### src/hw/insn_decoder_defs.vh
// constants for the instruction word decoder: opcodes, fields, classes, flags, registers
// assumes a single clock and a plain register port; opcode values are local choices
//
// Functional notes
// - 24-bit word, 8-bit opcode selects type
// - two-word instructions span 48 bits
// - extension word has upper eight bits zero
// - lone extension word executes as nop
// - exactly three two-word instructions exist
// - one cycle; taken test or jump adds nop
// - taken branches, table ops, returns take 2-3 cycles
// - taken skip: 2 or 3 cycles by size
// - every two-word instruction takes two cycles
// - three-operand: base, moded source, moded destination
// - file ops: address plus accumulator destination select
// - bit select from 4-bit literal or register
// - file address spans 0000h to 1FFFh
// - unsigned ten literal: byte 0-255, word 0-1023
// - program address literal has bit zero clear
// - signed ten literal is two's complement
// - register selectors address sixteen registers
// - direct, indirect, post/pre modified, base offset modes
// - five flags, only specified ones updated
// - size byte, word, double; word by default
// - divide takes a direct register pair
// - add with carry adds carry, updates all flags
// - multi-bit shift updates only negative, zero
// - branch: plain/computed 2, conditional 1 or 2
`ifndef INSN_DECODER_DEFS_VH
`define INSN_DECODER_DEFS_VH

// ****************************************
// opcodes
// ****************************************
`define OPC_EXT 8'h00
`define OPC_GOTO2 8'h02
`define OPC_CALL2 8'h03
`define OPC_MOVD2 8'h04
`define OPC_RET 8'h05
`define OPC_RETI 8'h06
`define OPC_TABLE 8'h07
`define OPC_IJUMP 8'h08
`define OPC_BR_UNCOND 8'h37
`define OPC_BR_COMPUTED 8'h38
`define OPC_FILE_ADD 8'h60
`define OPC_FILE_ADC 8'h61
`define OPC_LIT_ADD 8'h62
`define OPC_SHIFT_ONE 8'h63
`define OPC_SHIFT_MULTI 8'h64
`define OPC_BIT_LIT 8'h65
`define OPC_BIT_REG 8'h66
`define OPC_DIVIDE 8'h67
`define OPC_SKIP_CLR 8'h70
`define HI_BR_COND 5'h06
`define HI_ALU3_ADD 4'h4
`define HI_ALU3_ADC 4'h5

// ****************************************
// classes, modes, sizes
// ****************************************
`define CL_NOP 4'h0
`define CL_ALU3 4'h1
`define CL_FILE 4'h2
`define CL_LIT 4'h3
`define CL_SHIFT 4'h4
`define CL_BIT 4'h5
`define CL_DIV 4'h6
`define CL_BRANCH 4'h7
`define CL_SKIP 4'h8
`define CL_CTRL 4'h9
`define CL_MOVD 4'ha
`define CL_ILLEGAL 4'hf
`define MODE_DIRECT 3'h0
`define MODE_LAST 3'h6
`define SIZE_WORD 2'h0
`define SIZE_BYTE 2'h1
`define SIZE_DOUBLE 2'h2

// ****************************************
// flags, cycles, registers
// ****************************************
`define FLAG_CARRY 0
`define FLAG_DIGIT 1
`define FLAG_NEG 2
`define FLAG_OVERFLOW 3
`define FLAG_ZERO 4
`define MASK_ALL 5'h1f
`define MASK_NZ 5'h14
`define MASK_SHIFT_ONE 5'h1d
`define EXTRA_RET 2'h2
`define EXTRA_JUMP 2'h1
`define REG_FLAGS 4'h0
`define REG_STATE 4'h1
`define REG_CLEAR 4'h2
`define REG_LAST 4'h3

`endif

### src/hw/insn_decoder.v
// instruction word decoder with cycle scheduling and status flag keeping
// assumes a fetch unit offering words with valid/ready, and a datapath returning flags
//
// Local design decisions: the register offsets and the strobed register port.
`timescale 1ns/10ps
`include "insn_decoder_defs.vh"

module insn_decoder (
	input wire i_ref_clk,
	input wire i_reset,
	input wire i_word_valid,
	input wire [23:0] i_word,
	input wire i_test_bit,
	input wire i_alu_valid,
	input wire [4:0] i_alu_flags,
	input wire [3:0] i_addr,
	input wire [15:0] i_wdata,
	input wire i_wr,
	input wire i_rd,
	output reg o_fetch_ready,
	output reg o_issue,
	output reg o_nop_cycle,
	output reg o_illegal,
	output reg [3:0] o_op_class,
	output reg [7:0] o_opcode,
	output reg [3:0] o_base_sel,
	output reg [3:0] o_src_sel,
	output reg [2:0] o_src_mode,
	output reg [3:0] o_dst_sel,
	output reg [2:0] o_dst_mode,
	output reg [12:0] o_file_addr,
	output reg o_dest_is_acc,
	output reg [3:0] o_bit_sel,
	output reg o_bit_indirect,
	output reg [9:0] o_unsigned_literal_ten,
	output reg [15:0] o_slit,
	output reg [22:0] o_prog_addr,
	output reg o_pc_load,
	output reg [1:0] o_size,
	output reg [4:0] o_flag_mask,
	output reg o_carry_in,
	output reg [4:0] o_flags,
	output reg [15:0] o_rdata
);

// ****************************************
// state and storage
// ****************************************
localparam ST_DEC = 4'b0001; // expecting first word
localparam ST_EXT = 4'b0010; // expecting extension word
localparam ST_STALL = 4'b0100; // burning nop cycles
localparam ST_SKIP = 4'b1000; // discarding skipped words

reg [3:0] state; // one-hot state
reg [3:0] next_state; // next state
reg [1:0] stall_cnt; // nop cycles left
reg skip_more; // skipped word was two-word
reg [15:0] first_low; // low half of a two-word first word
reg [7:0] first_opc; // opcode of the two-word first word
reg sticky_zero; // last issue keeps zero sticky
reg illegal_seen; // sticky illegal opcode status

wire [7:0] opc = i_word[23:16]; // opcode field
wire accept = i_word_valid & o_fetch_ready; // word taken this edge

// ****************************************
// combinational decode of the offered word
// ****************************************
reg [3:0] d_class; // instruction class
reg d_two; // first word of a two-word instruction
reg [1:0] d_extra; // nop cycles after issue
reg [4:0] d_mask; // flags the instruction may update
reg d_jump; // program counter changes
reg d_adc; // carry enters the sum
reg cond_true; // conditional branch test
reg ext_ok; // extension word marker holds

// condition test from held flags
always @* begin
	case (opc[2:0])
		3'h0: cond_true = o_flags[`FLAG_CARRY];
		3'h1: cond_true = o_flags[`FLAG_NEG];
		3'h2: cond_true = o_flags[`FLAG_OVERFLOW];
		3'h3: cond_true = o_flags[`FLAG_ZERO];
		3'h4: cond_true = ~o_flags[`FLAG_CARRY];
		3'h5: cond_true = ~o_flags[`FLAG_ZERO];
		3'h6: cond_true = ~o_flags[`FLAG_NEG];
		default: cond_true = 1'b0;
	endcase
end

// class, length, cycles and flag mask by opcode
always @* begin
	d_class = `CL_ILLEGAL;
	d_two = 1'b0;
	d_extra = 2'h0;
	d_mask = 5'h00;
	d_jump = 1'b0;
	d_adc = 1'b0;
	ext_ok = (opc == 8'h00);
	if (opc[7:4] == `HI_ALU3_ADD || opc[7:4] == `HI_ALU3_ADC) begin
		// mode 7 is not a legal addressing form
		if (i_word[6:4] <= `MODE_LAST && i_word[13:11] <= `MODE_LAST) begin
			d_class = `CL_ALU3;
			d_mask = `MASK_ALL;
			d_adc = (opc[7:4] == `HI_ALU3_ADC);
		end
	end else if (opc[7:3] == `HI_BR_COND && opc[2:0] != 3'h7) begin
		d_class = `CL_BRANCH;
		d_jump = cond_true;
		d_extra = {1'b0, cond_true};
	end else begin
		case (opc)
			`OPC_EXT: d_class = `CL_NOP;
			`OPC_GOTO2, `OPC_CALL2: begin
				d_class = `CL_CTRL;
				d_two = 1'b1;
				d_jump = 1'b1;
			end
			`OPC_MOVD2: begin
				d_class = `CL_MOVD;
				d_two = 1'b1;
			end
			`OPC_RET, `OPC_RETI: begin
				d_class = `CL_CTRL;
				d_jump = 1'b1;
				d_extra = `EXTRA_RET;
			end
			`OPC_TABLE: begin
				d_class = `CL_CTRL;
				d_extra = `EXTRA_JUMP;
			end
			`OPC_IJUMP, `OPC_BR_UNCOND, `OPC_BR_COMPUTED: begin
				d_class = (opc == `OPC_IJUMP) ? `CL_CTRL : `CL_BRANCH;
				d_jump = 1'b1;
				d_extra = `EXTRA_JUMP;
			end
			`OPC_FILE_ADD, `OPC_FILE_ADC: begin
				d_class = `CL_FILE;
				d_mask = `MASK_ALL;
				d_adc = (opc == `OPC_FILE_ADC);
			end
			`OPC_LIT_ADD: begin
				d_class = `CL_LIT;
				d_mask = `MASK_ALL;
			end
			`OPC_SHIFT_ONE: begin
				d_class = `CL_SHIFT;
				d_mask = `MASK_SHIFT_ONE;
			end
			`OPC_SHIFT_MULTI: begin
				d_class = `CL_SHIFT;
				d_mask = `MASK_NZ;
			end
			`OPC_BIT_LIT, `OPC_BIT_REG: d_class = `CL_BIT;
			`OPC_DIVIDE: d_class = `CL_DIV;
			`OPC_SKIP_CLR: d_class = `CL_SKIP;
			default: d_class = `CL_ILLEGAL;
		endcase
	end
end

// ****************************************
// next state
// ****************************************
always @* begin
	next_state = state;
	case (state)
		ST_DEC: begin
			if (accept) begin
				if (d_two) begin
					next_state = ST_EXT;
				end else if (d_class == `CL_SKIP && !i_test_bit) begin
					next_state = ST_SKIP;
				end else if (d_extra != 2'h0) begin
					next_state = ST_STALL;
				end
			end
		end
		ST_EXT: begin
			if (accept) begin
				next_state = ST_DEC;
			end
		end
		ST_STALL: begin
			if (stall_cnt == 2'h1) begin
				next_state = ST_DEC;
			end
		end
		ST_SKIP: begin
			// a two-word victim costs one more discarded word
			if (accept && (skip_more || !d_two)) begin
				next_state = ST_DEC;
			end
		end
		default: next_state = ST_DEC;
	endcase
end

// ****************************************
// sequencing and operand fields
// ****************************************
always @(posedge i_ref_clk or posedge i_reset) begin
	if (i_reset) begin
		state <= ST_DEC;
		o_fetch_ready <= 1'b1;
		stall_cnt <= 2'h0;
		skip_more <= 1'b0;
		first_low <= 16'h0000;
		first_opc <= 8'h00;
		sticky_zero <= 1'b0;
		o_issue <= 1'b0;
		o_nop_cycle <= 1'b0;
		o_illegal <= 1'b0;
		o_op_class <= `CL_NOP;
		o_opcode <= 8'h00;
		o_base_sel <= 4'h0;
		o_src_sel <= 4'h0;
		o_src_mode <= `MODE_DIRECT;
		o_dst_sel <= 4'h0;
		o_dst_mode <= `MODE_DIRECT;
		o_file_addr <= 13'h0000;
		o_dest_is_acc <= 1'b0;
		o_bit_sel <= 4'h0;
		o_bit_indirect <= 1'b0;
		o_unsigned_literal_ten <= 10'h000;
		o_slit <= 16'h0000;
		o_prog_addr <= 23'h000000;
		o_pc_load <= 1'b0;
		o_size <= `SIZE_WORD;
		o_flag_mask <= 5'h00;
		o_carry_in <= 1'b0;
	end else begin
		state <= next_state;
		o_fetch_ready <= (next_state != ST_STALL);
		o_issue <= 1'b0;
		o_nop_cycle <= 1'b0;
		o_illegal <= 1'b0;
		o_pc_load <= 1'b0;
		// nop cycle count for stalls
		if (state == ST_STALL) begin
			o_nop_cycle <= 1'b1;
			stall_cnt <= stall_cnt - 2'h1;
		end else if (accept && state == ST_DEC) begin
			stall_cnt <= d_extra;
		end
		// discarded words are nop cycles
		if (state == ST_SKIP && accept) begin
			o_nop_cycle <= 1'b1;
			skip_more <= (!skip_more && d_two);
		end
		// first word of a two-word instruction: held until its extension
		if (state == ST_DEC && accept && d_two) begin
			first_low <= i_word[15:0];
			first_opc <= opc;
		end
		// single-word issue
		if (state == ST_DEC && accept && !d_two) begin
			o_issue <= 1'b1;
			o_illegal <= (d_class == `CL_ILLEGAL);
			o_op_class <= d_class;
			o_opcode <= opc;
			o_flag_mask <= d_mask;
			sticky_zero <= d_adc;
			o_carry_in <= d_adc & o_flags[`FLAG_CARRY];
			o_pc_load <= d_jump;
			// default word size; double reads as word here
			o_size <= (i_word[15:14] == `SIZE_BYTE) ? `SIZE_BYTE : `SIZE_WORD;
			o_base_sel <= (d_class == `CL_DIV) ? i_word[7:4] :
				(d_class == `CL_ALU3) ? opc[3:0] : i_word[15:12];
			o_src_sel <= i_word[3:0];
			o_src_mode <= (d_class == `CL_DIV) ? `MODE_DIRECT : i_word[6:4];
			o_dst_sel <= (d_class == `CL_LIT || opc == `OPC_SHIFT_MULTI) ?
				i_word[3:0] : i_word[10:7];
			o_dst_mode <= (d_class == `CL_ALU3 || opc == `OPC_SHIFT_ONE) ?
				i_word[13:11] : `MODE_DIRECT;
			o_file_addr <= i_word[12:0];
			o_dest_is_acc <= i_word[13];
			o_bit_sel <= i_word[15:12];
			o_bit_indirect <= (opc == `OPC_BIT_REG);
			// byte mode keeps only the low eight literal bits
			o_unsigned_literal_ten <= (i_word[15:14] == `SIZE_BYTE) ?
				{2'b00, i_word[11:4]} : i_word[13:4];
			o_slit <= {{6{i_word[9]}}, i_word[9:0]};
		end
		// extension word completes the two-word instruction
		if (state == ST_EXT && accept) begin
			o_issue <= 1'b1;
			o_illegal <= !ext_ok;
			o_op_class <= ext_ok ? ((first_opc == `OPC_MOVD2) ? `CL_MOVD : `CL_CTRL) :
				`CL_ILLEGAL;
			o_opcode <= first_opc;
			o_flag_mask <= 5'h00;
			sticky_zero <= 1'b0;
			o_carry_in <= 1'b0;
			o_pc_load <= ext_ok && (first_opc != `OPC_MOVD2);
			o_size <= (first_opc == `OPC_MOVD2) ? `SIZE_DOUBLE : `SIZE_WORD;
			o_prog_addr <= {i_word[6:0], first_low[15:1], 1'b0};
			o_file_addr <= first_low[12:0];
			o_dst_sel <= i_word[3:0];
			o_dst_mode <= `MODE_DIRECT;
		end
	end
end

// ****************************************
// status flags and sticky illegal status
// ****************************************
reg [4:0] next_flags; // flags after datapath update

// datapath update touches only masked flags
always @* begin
	next_flags = o_flags;
	if (i_wr && i_addr == `REG_FLAGS) begin
		next_flags = i_wdata[4:0];
	end
	if (i_alu_valid) begin
		// masked bits take the datapath value, the rest hold
		next_flags = (next_flags & ~o_flag_mask) | (i_alu_flags & o_flag_mask);
		// zero only clears across a carry chain
		if (o_flag_mask[`FLAG_ZERO] && sticky_zero) begin
			next_flags[`FLAG_ZERO] = o_flags[`FLAG_ZERO] & i_alu_flags[`FLAG_ZERO];
		end
	end
end

// flags register and illegal status, set beats clear
always @(posedge i_ref_clk or posedge i_reset) begin
	if (i_reset) begin
		o_flags <= 5'h00;
		illegal_seen <= 1'b0;
	end else begin
		o_flags <= next_flags;
		if (o_illegal) begin
			illegal_seen <= 1'b1;
		end else if (i_wr && i_addr == `REG_CLEAR && i_wdata[0]) begin
			illegal_seen <= 1'b0;
		end
	end
end

// ****************************************
// register read port
// ****************************************
// read data stands in the cycle after the strobe only
always @(posedge i_ref_clk or posedge i_reset) begin
	if (i_reset) begin
		o_rdata <= 16'h0000;
	end else if (i_rd) begin
		case (i_addr)
			`REG_FLAGS: o_rdata <= {11'h000, o_flags};
			`REG_STATE: o_rdata <= {9'h000, illegal_seen, skip_more, 1'b0, state};
			`REG_LAST: o_rdata <= {4'h0, o_op_class, o_opcode};
			default: o_rdata <= 16'h0000;
		endcase
	end else begin
		o_rdata <= 16'h0000;
	end
end

endmodule

### config.mk
export PLATFORM = sky130hd
export DESIGN_NAME = insn_decoder
export DESIGN_NICKNAME = d
export VERILOG_FILES = /design/src/hw/insn_decoder.v
export VERILOG_INCLUDE_DIRS = /design/src /design/src/hw
export SDC_FILE = /design/constraint.sdc
export NUM_CORES = 1
export LEC_CHECK = 0
export BUFFER_PORTS_ARGS = -buffer_cell sky130_fd_sc_hd__buf_4
export CORE_ASPECT_RATIO = 0.9
export CORE_MARGIN = 2
export CORE_UTILIZATION = 35
export DETAILED_ROUTE_END_ITERATION = 10
export MAX_ROUTING_LAYER = met4
export SLEW_MARGIN = 40
export SYNTH_ARGS = -nofsm -noshare
export SYNTH_HDL_FRONTEND = slang
export SYNTH_SLANG_ARGS = --single-unit
### constraint.sdc
create_clock -name i_ref_clk -period 8.65 [get_ports i_ref_clk]
set_input_delay 0.865 -clock i_ref_clk [delete_from_list [all_inputs] [get_ports i_ref_clk]]
set_output_delay 0.865 -clock i_ref_clk [all_outputs]
set_load 0.02 [all_outputs]
==> results of run 1 <==
cells in the final DEF (no fill, tap or decap), types with 17 or more instances in the layout:
master     synthesis  layout
nor2_1            41      41
o21ai_0           27      27
clkbuf_16          0      17
buf_4             24     176
dfrtp_1          139     139
nand3_1           28      28
a21oi_1           20      20
mux2_2            19      19
mux2i_1           21      21
nand2_1          179     178
worst min-delay path: cells and delay by family, from the launching register on:
kind / cells / cell delay, ns
DFF: 1 / 0.34
and+or+nand+nor: 2 / 0.10
metal layers:
| metal | routed length (microns) | track usage |
|---|---|---|
| met1 | 8320 | 0.268 |
| met2 | 8680 | 0.298 |
| met5 | 0 | - |
| met4 | 301 | 0.0598 |
| met3 | 1200 | 0.0500 |
final cells by class:
class                      count  area share
multi-input combinational    464       0.307
tap                          245      0.0364
clock buffer                  17      0.0505
sequential                   141       0.419
inverter                       7     0.00371
timing repair buffer         177       0.158
clock inverter                15      0.0252
where the power goes:
part | total, mW | internal, mW | switching (mW)
Sequential | 0.785 | 0.726 | 0.0591
Combinational | 0.384 | 0.157 | 0.227
Clock | 0.787 | 0.488 | 0.299
worst paths after layout:
path                                           start  slack, ns  depth (start not counted)                        end
min in group asynchronous                    i_reset       0.52                          2             o_prog_addr[5]
max                                       i_word[19]       5.33                          8               o_dst_sel[3]
min reg2reg                o_unsigned_literal_ten[8]       0.47                          2  o_unsigned_literal_ten[8]
max reg2reg                                 state[0]       5.99                          8              o_dst_mode[0]
min                        o_unsigned_literal_ten[8]       0.47                          2  o_unsigned_literal_ten[8]
max in group asynchronous                    i_reset       7.01                          3              o_dst_mode[0]
registers in the layout (all words and copies together) (netlist names), 5 cells and up:
register,cells
o_opcode,8
o_file_addr,13
o_prog_addr,22
first_low,16
o_flags,5
o_unsigned_literal_ten,10
first_opc,8
o_rdata,12
cells by family after synthesis:
logic type	after synthesis	synth area share
DFF	141	0.546
muxes	40	0.0655
other	1	0.000579
adders and majority gates	1	0.00193
AOI/OAI and AO/OA	106	0.110
xor gates and xnor gates	2	0.00271
buffers and inverters	73	0.0586
and+or+nand+nor	310	0.215
stage by stage:
step                utilization  worst slack (ns)  power (mW)  cells  hold WS, ns
floorplan                     -              4.01        1.01    678        0.435
global placement          0.427              5.05        1.18   1034        0.451
detailed placement        0.427              5.00        1.18   1034        0.462
CTS                       0.462              5.38        1.98   1066        0.475
global route              0.462              5.12        2.04   1066        0.485
finish                    0.462              5.33        1.96   1066        0.465
==> metrics, run 1 <==
final setup vio count=0; Worst Hold Class=reg2reg; via count=approximately 5.4k; crit path kind=in2reg; gpl congestion=0.855; routed len/inst=17.4 microns; Top cell by count, worst path=buf_4; status=completed; dpl cell area=7790 sq um; Remaining Overflow, GRT=0; Max clock buf depth=2; CP max stage cell=nor2_2; #FFs+latches synth=141; largest net degree at the start of global routing=80; router iterations before antenna repair=4; maxcap violations=0; PortBufs=171; min cycle time layout=3.32 ns; Syn Inst Count=674; PostCTS Resize Cnt=0; Core ar.=18200 sq um; fin nets=865; P_leak=4.29 nW; die outline area=19600 sq um; initial antenna violation count=0; f_max=approximately 300 MHz; synth top area cells=dfrtp_1, nand2_1, mux2_2; syn avg cell area=slightly below 10 sq um; Seq/Total Area, Yosys=0.546; initial core utilization=0.355; Distinct cells, synth=62; clk sinks=141; number of global-route vias before repair=5223; worst ir drop on vdd=0.132 mV; Die Wd=147 microns; Critical Path Max Stage Delay=0.56 ns; # rows=47; Syn. warnings=0; io pins=188; CP cell instances=buf_4 -> nor3_1 -> o211ai_1 -> and2_2 -> buf_4 -> nor2_2 -> buf_4 -> o21ai_0; clock tree root buffer cell=clkbuf_16; mapped cell area=approximately 6500 sq um; RSZ-0062 raised after global routing=no; Total GRT Usage=0.199; Setup Total Neg Slack=0 ns; Worst EP required=8.94 ns; slew of the pin with the lowest slew margin=approximately 0.78 ns; Synth-to-Final Area Change=30.3%; most common cell in the synthesized netlist=nand2_1; setup bufs post-CTS=0; Commonest cells post-synth=nand2_1, dfrtp_1, nor2_1; Post-DP HPWL=12500 microns; Die Span Y=around 130 microns; Worst Skew=0.00823 ns; post-synth top area share=0.538; final wirelength=between 15000 and 20000 microns; area of the multi-input gates=approximately 2600 sq um; H-tree Lvls=4; Primary FF master, synth=dfrtp_1; CTS tree=done; CP max FO=40; startpoint types=primary input; Top delay family on crit path=simple AND/OR/NAND/NOR gates; register area=3530 sq um; Slew Limit Fails=0; cell area after layout=8430 sq um; cts hold-fix bufs=0; Pwr Density=232 nW/um^2; number of synthesized flops with an enable pin=0; clock-pin slew on the worst setup and hold paths=0.06 ns; Skew-Pair Late Insertion Delay=about 0.42 ns; Worst EP arrival=3.60 ns; DRT antenna net count=0; cell taking the most area after synthesis=dfrtp_1; filler cell count=1798; WP buf/inv=3; share of cells above drive strength 1=0.295; DR DRC count=0; ANT cells=0; Vias per Instance=5.05; first-pass GRT wire length=29300 microns; slew margin rel.=0.478; FFs w/ async S/R, synth=1.00; TritonCTS Buffers=17; final hold vios=0; Setup crit end kind=register; final period utilization=0.383; drt initial violations=306
No activity file was read; power rests on OpenSTA's default activity.
==> inputs of run 2 (changes only) <==
clock period = 2.75 ns   (was 8.65 ns; I/O delays follow)
==> run 2 against run 1 <==
Worst setup slack worse by 4.9 ns. Power rose to 3.1 times the previous value. Critical path type is now reg2reg. Register-to-register slack lost 5.5 ns. First-iteration DRC count up 2.3%.
==> metrics, run 2 (same netlist as run 1, synthesis figures left out) <==
status=completed (unchanged); biggest regs=o_prog_addr (22), first_low (16), o_file_addr (13) (unchanged); final hold vios=0 (unchanged); CTS tree=done (unchanged); crit path kind=reg2reg (was in2reg); Total GRT Usage=0.199 (about the same); Worst EP arrival=2.63 ns (was 3.60 ns); initial antenna violation count=0 (unchanged); io pins=188 (unchanged); cts hold-fix bufs=0 (unchanged); PortBufs=171 (unchanged); fin nets=884 (was 865); FF-to-FF setup slack=0.45 ns (was 5.99 ns); P_leak=4.39 nW (was 4.29 nW); Die Span Y=133 microns (unchanged); Core ar.=18200 sq um (unchanged); Die Wd=147 microns (unchanged); H-tree Lvls=4 (unchanged); Slew Limit Fails=0 (unchanged); slew margin rel.=0.564 (was 0.478); min cycle time layout=2.30 ns; clk sinks=141 (unchanged); Max clock buf depth=2 (unchanged); Worst EP required=3.08 ns (was 8.94 ns); slew of the pin with the lowest slew margin=0.654 ns (was 0.780 ns); final setup vio count=0 (unchanged); DRT antenna net count=0 (unchanged); setup bufs post-CTS=0 (unchanged); final wirelength=18700 microns (was 18500 microns); Post-DP HPWL=13200 microns (was 12500 microns); R2R cell count=8 (unchanged); R2R Path Start=state[0] (unchanged); Reg with most FFs=o_prog_addr (unchanged); Remaining Overflow, GRT=0 (unchanged); gpl congestion=0.889 (was 0.855); router iterations before antenna repair=5 (was 4); first-pass GRT wire length=29400 microns (was 29300 microns); initial core utilization=0.355 (unchanged); Worst Hold Class=in2reg (was reg2reg); Setup Total Neg Slack=0 ns (unchanged); Setup crit end kind=register (unchanged); HP Start=i_word[0] (was o_unsigned_literal_ten[8]); number of global-route vias before repair=5054 (was 5223); final period utilization=0.836; CP max FO=17 (was 40); largest net degree at the start of global routing=142 (was 80); f_max=435 MHz; clock-pin slew on the worst setup and hold paths=0.06 ns (about the same); PostCTS Resize Cnt=0 (unchanged); capturing point of the worst reg2reg path=o_base_sel[0] (was o_dst_mode[0]); via count=5430 (was 5381); most common cell after layout, fill and taps aside=buf_4 (was nand2_1); Skew-Pair Late Insertion Delay=0.42 ns (about the same); Hold EP=o_prog_addr[16] (was o_unsigned_literal_ten[8]); ANT cells=0 (unchanged); Synth-to-Final Area Change=32.6% (was 30.3%); drt initial violations=313 (was 306); Finished Core Util=0.471 (was 0.462); worst ir drop on vdd=0.386 mV (was 0.132 mV); routed len/inst=17.3 microns (was 17.4 microns); RSZ-0062 raised after global routing=no (unchanged); commonest cells after routing, fill and taps aside=buf_4, nand2_1, dfrtp_1 (was nand2_1, buf_4, dfrtp_1); TritonCTS Buffers=17 (unchanged); maxcap violations=0 (unchanged); Vias per Instance=5.00 (was 5.05); clock tree root buffer cell=clkbuf_16 (unchanged); startpoint types=register (was primary input); max reg flops=22 (unchanged); DR DRC count=0 (unchanged); Worst Skew=0.00769 ns (was 0.00823 ns); Pwr Density=701 nW/um^2 (was 232 nW/um^2); WHS Path Cells=3 (was 2); die outline area=19600 sq um (unchanged); filler cell count=1771 (was 1798); # rows=47 (unchanged); share of cells above drive strength 1=0.310 (was 0.295)
==> run 2: worst max-delay path by stage <==
| stage | from | end | slack [ns] | cells past startpoint |
|---|---|---|---|---|
| final | state[0] | o_base_sel[0] | 0.45 | 8 |
| after CTS | state[0] | o_base_sel[0] | 0.45 | 8 |
| after floorplan | o_fetch_ready | first_low[10] | 0.54 | 7 |
| after global routing | state[0] | o_base_sel[0] | 0.24 | 8 |
| after global placement | i_word[20] | state[0] | 0.33 | 7 |
| after detailed placement | i_word[20] | state[0] | 0.29 | 7 |
==> run 2: where the power goes <==
| group | switching, mW | leakage [nW] | internal, mW |
|---|---|---|---|
| Combinational | 0.719 | 2.26 | 0.518 |
| Sequential | 0.182 | 1.83 | 2.28 |
| Clock | 0.899 | 0.297 | 1.41 |
==> run 2: layout make-up <==
class	count	area, sq um	area share
Multi-Input combinational cell	464	2580	0.301
Timing Repair Buffer	196	1530	0.178
Clock inverter	12	131	0.0153
Sequential cell	141	3530	0.411
Clock buffer	20	467	0.0544
Tap cell	245	307	0.0357
Inverter	7	30.0	0.00350
==> run 2: through the flow <==
step                instances  worst slack (ns)  instance area [sq um]  hold slack [ns]  power [mW]
floorplan                 678             0.540                   6490            0.380        3.19
global placement         1050             0.325                   7940            0.454        3.73
detailed placement       1051             0.286                   7950            0.457        3.75
CTS                      1083             0.446                   8540           0.0604        6.08
global route             1085             0.235                   8580           0.0739        6.29
finish                   1085             0.451                   8580           0.0824        6.02
==> run 2: critical path, cell delays in order (launching register included) <==
cell,delay [ns]
dfstp_2,0.60
nand3_1,0.14
nor4_1,0.19
buf_4,0.24
and2_2,0.33
buf_4,0.28
o221ai_1,0.16
nand2_1,0.10
a21boi_0,0.17
==> run 2: metal layers <==
layer / share of wire / track usage
met1: 0.46 / 0.277
met2: 0.46 / 0.291
met3: 0.060 / 0.0466
met4: 0.016 / 0.0582
met5: 0 / -
